File: src/pkg/gpa_pkg.sv
// constants shared by the gpio port access logic
package gpa_pkg;
    localparam int DATA_WIDTH = 32;
    localparam int PIN_COUNT_DEF = 29;
    localparam int VIEW_WIDTH = 4;
    localparam int PIN_INDEX_WIDTH = 5;
    localparam int LANE_COUNT = 4;
    localparam int LANE_WIDTH = 8;
    localparam int SYNC_STAGES = 3;

    // access view codes
    localparam logic [3:0] VIEW_BYTE_PIN = 4'h0;
    localparam logic [3:0] VIEW_WORD_PIN = 4'h1;
    localparam logic [3:0] VIEW_DIRECTION = 4'h2;
    localparam logic [3:0] VIEW_MASK = 4'h3;
    localparam logic [3:0] VIEW_PORT = 4'h4;
    localparam logic [3:0] VIEW_MASKED_PORT = 4'h5;
    localparam logic [3:0] VIEW_OUTPUT_SET = 4'h6;
    localparam logic [3:0] VIEW_OUTPUT_CLEAR = 4'h7;
    localparam logic [3:0] VIEW_OUTPUT_TOGGLE = 4'h8;
    localparam logic [3:0] VIEW_DIRECTION_SET = 4'h9;
    localparam logic [3:0] VIEW_DIRECTION_CLEAR = 4'ha;
    localparam logic [3:0] VIEW_DIRECTION_TOGGLE = 4'hb;

    // values after reset
    localparam logic [31:0] OUTPUT_RESET = 32'h00000000;
    localparam logic [31:0] DIRECTION_RESET = 32'h00000000;
    localparam logic [31:0] MASK_RESET = 32'h00000000;
    localparam logic [31:0] READ_RESET = 32'h00000000;
    localparam logic SENSE_RESET = 1'b0;
endpackage

File: src/logic/gpa_pin_sync.sv
// three stage pin input synchroniser with agreement filter
`timescale 1ns/1ns
`default_nettype none
module gpa_pin_sync #(
    parameter int WIDTH = 29
) (
    input wire logic core_clk,
    input wire logic reset_n,
    input wire logic [WIDTH-1:0] pinRaw,
    output logic [WIDTH-1:0] pinStable
);
    generate
        if (WIDTH < 1) begin : badWidth
            $error("gpa_pin_sync width must be at least one");
        end
    endgenerate

    genvar i;
    generate
        for (i = 0; i < WIDTH; i++) begin : perPin
            logic stage1_q;
            logic stage2_q;
            logic stage3_q;
            logic stable_q;
            always_ff @(posedge core_clk or negedge reset_n) begin
                if (!reset_n) begin
                    stage1_q <= gpa_pkg::SENSE_RESET;
                    stage2_q <= gpa_pkg::SENSE_RESET;
                    stage3_q <= gpa_pkg::SENSE_RESET;
                    stable_q <= gpa_pkg::SENSE_RESET;
                end else begin
                    stage1_q <= pinRaw[i];
                    stage2_q <= stage1_q;
                    stage3_q <= stage2_q;
                    if (stage2_q == stage3_q) begin
                        stable_q <= stage3_q;
                    end
                end
            end
            assign pinStable[i] = stable_q;
        end
    endgenerate
endmodule
`default_nettype wire

File: src/logic/gpa_port_access.sv
// gpio port access logic: output, direction and mask state with all register views
//
// Functional notes
// - sense every non-analog pin, any function
// - byte pin read: level in bit zero
// - word pin read replicates level over lanes
// - port read returns all pin levels
// - masked port read zeroes masked pins
// - drive pin only if routed and output
// - byte pin write loads data bit zero
// - word pin write loads OR of data
// - port write loads pins in written lanes
// - masked port write skips masked bits
// - set view ones set output bits
// - clear view ones clear output bits
// - toggle view ones invert output bits
// - set view read returns output bits
// - level views ignore direction and function
// - zero mask makes masked equal port
// - direction bits with set, clear, toggle
// - bit n is pin n, upper reserved zero except word pin read, which replicates level into them
`timescale 1ns/1ns
`default_nettype none
module gpa_port_access #(
    parameter int PIN_COUNT = gpa_pkg::PIN_COUNT_DEF
) (
    input wire logic core_clk,
    input wire logic reset_n,
    input wire logic accWrite,
    input wire logic accRead,
    input wire logic [gpa_pkg::VIEW_WIDTH-1:0] accView,
    input wire logic [gpa_pkg::PIN_INDEX_WIDTH-1:0] accPin,
    input wire logic [gpa_pkg::LANE_COUNT-1:0] accByteEn,
    input wire logic [gpa_pkg::DATA_WIDTH-1:0] accWrData,
    output logic [gpa_pkg::DATA_WIDTH-1:0] accRdData,
    output logic accRdValid,
    input wire logic [PIN_COUNT-1:0] pinIn,
    input wire logic [PIN_COUNT-1:0] pinAnalog,
    input wire logic [PIN_COUNT-1:0] pinGpioRouted,
    output logic [PIN_COUNT-1:0] pinOut,
    output logic [PIN_COUNT-1:0] pinOe
);
    generate
        if (PIN_COUNT < 1 || PIN_COUNT > 31) begin : badPinCount
            $error("gpa_port_access pin count must be 1 to 31");
        end
    endgenerate

    localparam int PAD = gpa_pkg::DATA_WIDTH - PIN_COUNT;

    logic [PIN_COUNT-1:0] outQ_q;
    logic [PIN_COUNT-1:0] outQ_d;
    logic [PIN_COUNT-1:0] dir_q;
    logic [PIN_COUNT-1:0] dir_d;
    logic [PIN_COUNT-1:0] mask_q;
    logic [PIN_COUNT-1:0] mask_d;
    logic [PIN_COUNT-1:0] oe_q;
    logic [gpa_pkg::DATA_WIDTH-1:0] rdData_q;
    logic [gpa_pkg::DATA_WIDTH-1:0] rdData_d;
    logic rdValid_q;

    // pin sensing
    logic [PIN_COUNT-1:0] pinStable;
    wire [PIN_COUNT-1:0] sensed;

    gpa_pin_sync #(
        .WIDTH(PIN_COUNT)
    ) pinSync (
        .core_clk(core_clk),
        .reset_n(reset_n),
        .pinRaw(pinIn),
        .pinStable(pinStable)
    );

    assign sensed = pinStable & ~pinAnalog;

    // access decode
    wire [gpa_pkg::DATA_WIDTH-1:0] laneMask32 = {{8{accByteEn[3]}}, {8{accByteEn[2]}},
                                                {8{accByteEn[1]}}, {8{accByteEn[0]}}};
    wire [PIN_COUNT-1:0] laneMask = laneMask32[PIN_COUNT-1:0];
    wire pinValid = ({27'h0, accPin} < PIN_COUNT);
    wire [PIN_COUNT-1:0] pinOne = {{(PIN_COUNT-1){1'b0}}, 1'b1};
    wire [PIN_COUNT-1:0] pinSel = pinValid ? (pinOne << accPin) : '0;
    wire selLevel = |(sensed & pinSel);
    wire wordOr = |(accWrData & laneMask32);
    wire [PIN_COUNT-1:0] wrBits = accWrData[PIN_COUNT-1:0];
    wire [PIN_COUNT-1:0] mportEn = laneMask & ~mask_q;

    // next output and direction state
    always_comb begin
        outQ_d = outQ_q;
        dir_d = dir_q;
        mask_d = mask_q;
        if (accWrite) begin
            case (accView)
                gpa_pkg::VIEW_BYTE_PIN: begin
                    outQ_d = (outQ_q & ~pinSel) | (pinSel & {PIN_COUNT{accWrData[0]}});
                end
                gpa_pkg::VIEW_WORD_PIN: begin
                    outQ_d = (outQ_q & ~pinSel) | (pinSel & {PIN_COUNT{wordOr}});
                end
                gpa_pkg::VIEW_DIRECTION: begin
                    dir_d = (dir_q & ~laneMask) | (wrBits & laneMask);
                end
                gpa_pkg::VIEW_MASK: begin
                    mask_d = (mask_q & ~laneMask) | (wrBits & laneMask);
                end
                gpa_pkg::VIEW_PORT: begin
                    outQ_d = (outQ_q & ~laneMask) | (wrBits & laneMask);
                end
                gpa_pkg::VIEW_MASKED_PORT: begin
                    outQ_d = (outQ_q & ~mportEn) | (wrBits & mportEn);
                end
                gpa_pkg::VIEW_OUTPUT_SET: begin
                    outQ_d = outQ_q | (wrBits & laneMask);
                end
                gpa_pkg::VIEW_OUTPUT_CLEAR: begin
                    outQ_d = outQ_q & ~(wrBits & laneMask);
                end
                gpa_pkg::VIEW_OUTPUT_TOGGLE: begin
                    outQ_d = outQ_q ^ (wrBits & laneMask);
                end
                gpa_pkg::VIEW_DIRECTION_SET: begin
                    dir_d = dir_q | (wrBits & laneMask);
                end
                gpa_pkg::VIEW_DIRECTION_CLEAR: begin
                    dir_d = dir_q & ~(wrBits & laneMask);
                end
                gpa_pkg::VIEW_DIRECTION_TOGGLE: begin
                    dir_d = dir_q ^ (wrBits & laneMask);
                end
                default: begin
                    outQ_d = outQ_q;
                end
            endcase
        end
    end

    // read data selection
    always_comb begin
        rdData_d = gpa_pkg::READ_RESET;
        case (accView)
            gpa_pkg::VIEW_BYTE_PIN: begin
                rdData_d = {31'h0, selLevel};
            end
            gpa_pkg::VIEW_WORD_PIN: begin
                rdData_d = {gpa_pkg::DATA_WIDTH{selLevel}} & laneMask32;
            end
            gpa_pkg::VIEW_DIRECTION: begin
                rdData_d = {{PAD{1'b0}}, dir_q & laneMask};
            end
            gpa_pkg::VIEW_MASK: begin
                rdData_d = {{PAD{1'b0}}, mask_q & laneMask};
            end
            gpa_pkg::VIEW_PORT: begin
                rdData_d = {{PAD{1'b0}}, sensed & laneMask};
            end
            gpa_pkg::VIEW_MASKED_PORT: begin
                rdData_d = {{PAD{1'b0}}, sensed & mportEn};
            end
            gpa_pkg::VIEW_OUTPUT_SET: begin
                rdData_d = {{PAD{1'b0}}, outQ_q & laneMask};
            end
            default: begin
                rdData_d = gpa_pkg::READ_RESET;
            end
        endcase
    end

    always_ff @(posedge core_clk or negedge reset_n) begin
        if (!reset_n) begin
            outQ_q <= gpa_pkg::OUTPUT_RESET[PIN_COUNT-1:0];
            dir_q <= gpa_pkg::DIRECTION_RESET[PIN_COUNT-1:0];
            mask_q <= gpa_pkg::MASK_RESET[PIN_COUNT-1:0];
        end else begin
            outQ_q <= outQ_d;
            dir_q <= dir_d;
            mask_q <= mask_d;
        end
    end

    // pin drive enable
    always_ff @(posedge core_clk or negedge reset_n) begin
        if (!reset_n) begin
            oe_q <= '0;
        end else begin
            oe_q <= dir_d & pinGpioRouted;
        end
    end

    always_ff @(posedge core_clk or negedge reset_n) begin
        if (!reset_n) begin
            rdData_q <= gpa_pkg::READ_RESET;
            rdValid_q <= 1'b0;
        end else begin
            rdValid_q <= accRead;
            if (accRead) begin
                rdData_q <= rdData_d;
            end
        end
    end

    assign pinOut = outQ_q;
    assign pinOe = oe_q;
    assign accRdData = rdData_q;
    assign accRdValid = rdValid_q;
endmodule
`default_nettype wire

File: config.mk
export PLATFORM = sky130hd
export DESIGN_NAME = gpa_port_access
export DESIGN_NICKNAME = d
export VERILOG_FILES = /design/src/pkg/gpa_pkg.sv /design/src/logic/gpa_pin_sync.sv /design/src/logic/gpa_port_access.sv
export SDC_FILE = /design/constraint.sdc
export NUM_CORES = 1
export LEC_CHECK = 0
export BUFFER_PORTS_ARGS = -buffer_cell sky130_fd_sc_hd__buf_2
export CAP_MARGIN = 20
export CORE_UTILIZATION = 50
export CTS_CLUSTER_DIAMETER = 150
export CTS_CLUSTER_SIZE = 10
export DETAILED_ROUTE_END_ITERATION = 6
export PLACE_DENSITY = 0.72
export SLEW_MARGIN = 20
export SYNTH_ARGS = -nofsm -noshare
export SYNTH_HDL_FRONTEND = slang
export SYNTH_SLANG_ARGS = --single-unit
export TNS_END_PERCENT = 30
File: constraint.sdc
create_clock -name core_clk -period 2.33 [get_ports core_clk]
set_input_delay 0.466 -clock core_clk [delete_from_list [all_inputs] [get_ports core_clk]]
set_output_delay 0.466 -clock core_clk [all_outputs]
set_load 0.05 [all_outputs]
Word-level counts from Yosys, hierarchy flattened
Index checks and enable logic that the tools add are counted. W data, S select, Z words.

Register bits after elaboration: 265. Latch bits: 0. RAM bits: 0. Memory bits (read-only): 0. Bits of input ports: 136. Output and inout port bits: 91. Logic and storage cells: 213. Memories: 0.

Add/sub/neg operators: 0. Multipliers: 0. Divide/modulo/power cells: 0. Order comparisons: 1. Equal/unequal tests: 40. Shifts and indexed selects: 1. Mux-type cells: 5. Bitwise operators: 38. Reductions and logical operators: 6.

Operators with widths (number): $and A29 B29 Y29 (20); $or A29 B29 Y29 (8); $pmux W32 S7 (1); $pmux W29 S7 (1); $not A29 Y29 (6); $pmux W29 S4 (1); $and A32 B32 Y32 (2); $mux W29 (2); $xor A29 B29 Y29 (2); $reduce_or A32 Y1 (1); $eq A1 B1 Y1 (29); $reduce_or A29 Y1 (1); $shl A1 B5 Y29 const A (1); $eq A4 B3 Y1 const B (4); $eq A4 B4 Y1 const B (4); $eq A4 B2 Y1 const B (2); $reduce_bool A7 Y1 (1); $lt A5 B5 Y1 const B (1); $eq A4 B1 Y1 const B (1); $logic_not A4 Y1 (1); $reduce_and A2 Y1 (2).

Longest topological paths before layout
Depth after elaboration: 6. Mapped depth: 10. Mapped depth without buffers: 6.

Hierarchy
Synthesis repeated with hierarchy kept, for this count alone.

Cells, all modules: 1281. Area, all modules: 13833.3 um2.

By module, submodules not included: gpa_port_access (times used 1, cells each 1107, area each 10386.2 um2, sequential area each 3678.5 um2); gpa_pin_sync (times used 1, cells each 174, area each 3447.1 um2, sequential area each 2902.8 um2).

Least setup slack after synthesis
OpenSTA, ideal clock, no wires.

Path kind: in2reg. Start point: input accPin[2] in the netlist's numbering. End point: register rdData_q, in the netlist accRdData[15]. Setup time: 0.135 ns. Arrival time: 2.019 ns. Data required time: 2.195 ns. Setup slack: 0.175 ns. Cell stages on the path: 7. Buffers on the path: 1. Path through: buf_4 -> inv_1 -> mux4_2 -> nand3_1 -> o2111ai_2 -> o2111ai_4 -> nand4_1.

Word-level cells in the longest chain between the ends: 6. Elaborated cells between the ends (all ways): 7. Those cells by class: order compare (1); shift (1); mux (2); bitwise (2); reduce/logical (1).

Ends and longest elaborated chain: start, declared (line gpa_port_access.sv:32) `input wire logic [gpa_pkg::PIN_INDEX_WIDTH-1:0] accPin,`; $lt A5 B5 Y1 or $shl A1 B5 Y29 (tied branches) (line gpa_port_access.sv:81, gpa_port_access.sv:83); $mux W29 (*) (line gpa_port_access.sv:83) `wire [PIN_COUNT-1:0] pinSel = pinValid ? (pinOne << accPin) : '0;`; $and A29 B29 Y29 (*) (line gpa_port_access.sv:84) `wire selLevel = |(sensed & pinSel);`; $reduce_or A29 Y1 (*) (line gpa_port_access.sv:84); $and A32 B32 Y32 (*) (line gpa_port_access.sv:147) `rdData_d = {gpa_pkg::DATA_WIDTH{selLevel}} & laneMask32;`; $pmux W32 S7 (*) (line gpa_port_access.sv:142) `case (accView)`; end signal, assigned (line gpa_port_access.sv:193) `rdData_q <= gpa_pkg::READ_RESET;`; end signal, assigned (line gpa_port_access.sv:198) `rdData_q <= rdData_d;`; end, declared (line gpa_port_access.sv:58) `logic [gpa_pkg::DATA_WIDTH-1:0] rdData_q;`.

Every way passes the cells marked *; elsewhere a longest branch is shown, timed or not. A chain may end at the register's enable or synchronous reset.

Worst setup path after layout
Start point: register pinSync.perPin[7].stable_q. End point: register rdData_q, in the netlist accRdData[15].

Word-level cells in the longest chain between the ends: 5.

Ends and longest elaborated chain: start, declared (line gpa_pin_sync.sv:24) `logic stable_q;`; start signal, assigned (line gpa_pin_sync.sv:30) `stable_q <= gpa_pkg::SENSE_RESET;`; start signal, assigned (line gpa_pin_sync.sv:36) `stable_q <= stage3_q;`; $and A29 B29 Y29 (line gpa_port_access.sv:75) `assign sensed = pinStable & ~pinAnalog;`; $and A29 B29 Y29 (line gpa_port_access.sv:84); $reduce_or A29 Y1 (line gpa_port_access.sv:84); $and A32 B32 Y32 (line gpa_port_access.sv:147); $pmux W32 S7 (line gpa_port_access.sv:142).

Every way passes these cells.

==> flow_summary.toml <==
[finish]
nets = 1883
area.growth.synth_to_final_pct = 25.0
drive_gt1_share_pct = 28.2
utilization_pct = 63.9
layout.cells.non_filler = 2065
design_area_mm2 = 0.0173

[global_route]
grt_start_max_net_pins = 64
grt_first_pass_wirelength_mm = 72.3
antenna_found_initial = 4
grt_pass1_vias = 12700
overflow = 0
grt.total_usage_pct = 33.3

[floorplan]
rows = 60
die_area_mm2 = 0.0284
initial_core_util_pct = 51.1
dieWidth_um = 168
pin_count = 227
core_mm2 = 0.0271
dieHeight_um = 168

[hold_path]
min_path_cells = 1
hold_path_end = "pinSync.perPin[0].stage1_q$_DFF_PN0_"
min_from = "pinIn[0]"
worstHoldPathType = "primary input to flop"

[cts]
clock_path_buffers = 3
cts_sinks = 263
clk-insertion-delay-late_ns = 0.56
post_cts_buffers = 0
root_buffer = "clkbuf_16"
clk_pin_slew_worst_paths_ns = 0.06
cts_tree = "yes"
cts-hold-fix-buffers = 14
ctsResizeCount = 0
htreeDepth = 1
cts_buffers = 30

[sta]
fin_skew_ns = 0.0157
tightest_slew_ns = 1.02
finalCriticalPeriod_ns = 2.18
fin_crit_sh_pct = 93.8
setup_tns_ns = 0
finalWorstSetupSlack_ns = 0.145
final-hold-violation-count = 0
slew_violations = 0
finalSetupViolations = 0
max_freq_mhz = 458
grt_setup_unrepaired = "false"
relSlewSlack_pct = 31.2

[critical_path]
start_kind = "flop"
required_ns = 2.81
r2r_cells = 6
crit_chain = "or3b_1 > a2111oi_0 > nor4b_2 > o211ai_4 > o2111ai_4 > nand4_1"
crit-reg2reg-capture = "accRdData[15]$_DFFE_PN0P_"
cp_max_fo = 8
crit_path_top_delay_cell = "a2111oi_0"
path_delay_family = "compound AO/OA/AOI/OAI gates"
r2r_start = "pinSync.perPin[7].stable_q$_DFFE_PN0N_"
critPathArrivalTime_ns = 2.67
critPathCaptureType = "flop"
r2r_setup_slack_ns = 0.15
crit_buf_inv = 0
startpoint = "pinSync.perPin[7].stable_q$_DFFE_PN0N_"
max_stage_delay_ns = 0.53
worst-setup-path-type = "flop to flop"

[placed_design]
place_congestion = 0.997
port_buffers = 226
place_ws_ns = -0.137
dp_cells = 2014
dpl_cell_area_mm2 = 0.0164
post-dp-hpwl_mm = 33.9

[synthesis]
syn-cell-area_mm2 = 0.0139
async_flop_share_pct = 100
syn_nets = 1560
synth.distinct_cells = 72
synth_edf_count = 0
syn_avg_cell_area_um2 = 10.1
synthCells = 1366
synth-simple-area-share_pct = 15.5
synth_largest_area_cell = "dfrtp_1"
synth_top_family_by_area = "compound AO/OA/AOI/OAI gates"
synth_compound_area_share_pct = 21.5
synth_warnings = 0
yosysTopAreaCellShare_pct = 47.5
synth_xor_area_share_pct = 0
synthAdderAreaFrac_pct = 7.33
synth_top_cells_by_area = "dfrtp_1 (48%), ha_1 (5.2%), mux2_2 (4.1%)"
synth_ff_type = "dfrtp_1"
synth-seq-area-share_pct = 47.5
synth-seq-cells = 263
synth.area.mux_share_pct = 4.31
yosysMostFrequentCell = "dfrtp_1"
synth.top_cells.by_count = "dfrtp_1 (263), nand2_1 (150), o21ai_0 (96), a31oi_1 (72), a21oi_1 (69)"

[job]
cap_violations = 0

[detailed_routing]
ant_nets = 0
drt_first_pass_iters = 6
first_iter_violations = 1291
wl_mm = 47.2
drc = 0
viasPerCell = 6.18
num_vias = 12800
drt-wirelength-per-cell_um = 22.9

[pwr]
p_per_area_mw_per_mm2 = 736
ir_worst_vdd_v = 0.000567
leakagePower_nw = 7.98

[outcome]
outcome = "completed"
## worst max-delay path by stage
| stage | endpoint | depth (start not counted) | slack, ns |
|---|---|---|---|
| after CTS | accRdData[15]$_DFFE_PN0P_ | 6 | 0.14 |
| after detailed placement | accRdData[15]$_DFFE_PN0P_ | 7 | -0.14 |
| after global routing | accRdData[15]$_DFFE_PN0P_ | 6 | 0.02 |
| after global placement | flop | 5 | -0.08 |
| final | accRdData[15]$_DFFE_PN0P_ | 6 | 0.15 |
| after floorplan | accRdData[15]$_DFFE_PN0P_ | 7 | 0.18 |
## layout by cell type, fill, tap and decap left out, types with 21 or more instances in the layout
cell type / instances
a21oi_1: 69
a221oi_1: 31
a22o_1: 56
a31oi_1: 72
and2_1: 33
buf_2: 225
buf_4: 127
clkbuf_16: 31
dfrtp_1: 263
ha_1: 58
inv_1: 33
maj3_1: 29
mux2_2: 51
nand2_1: 150
nand2b_1: 39
nand3b_1: 21
nor2_1: 64
nor2b_1: 32
o21ai_0: 96
o221ai_1: 30
## worst reg2reg max path, stage by stage, from the launching register on
cell       delay, ns
dfrtp_1         0.39
or3b_1          0.38
a2111oi_0       0.53
nor4b_2         0.13
o211ai_4        0.21
o2111ai_4       0.28
nand4_1         0.20
## report_power, final
group / internal [mW] / leakage (nW) / switching (mW)
clock network: 2.31 / 0.387 / 1.76
registers: 5.04 / 3.27 / 0.561
logic: 1.14 / 4.33 / 1.94
## cell type report
| class | instances | area (um^2) |
|---|---|---|
| clock buffers | 31 | 776 |
| clock inverters | 1 | 8.76 |
| flip-flops and latches | 263 | 6580 |
| multi-input cells | 976 | 6780 |
| repair buffers | 384 | 2560 |
| well taps | 372 | 465 |
| inverters | 34 | 128 |
| fillers | 2206 | 9790 |
| diodes | 4 | 10.0 |
## metal layers
layer | track usage (%) | vias to the layer above | wire length (um)
met5 | 0 | - | 0
li1 | - | 5682 | -
met3 | 6.02 | 165 | 4260
met1 | 44.4 | 6166 | 19400
met2 | 53.3 | 747 | 21500
met4 | 14.6 | 0 | 2120
## stage by stage
step                      total power, mW  hold WS, ns
after detailed placement             8.68        0.335
after floorplan                      7.47        0.170
after global placement               8.57        0.332
after global routing                 13.3      0.00208
final                                12.7       0.0189
after CTS                            12.8      0.00141
## kinds of logic (layout without fill, tap and decap cells)
family / after synthesis / after routing
AO/OA/AOI/OAI: 425 / 425
adder cells (fa/ha/maj): 87 / 87
buffers and inverters: 127 / 450
flip-flops: 263 / 263
multiplexers: 52 / 52
other: 0 / 4
AND/OR/NAND/NOR: 412 / 412
No activity file was read; power rests on OpenSTA's default activity.
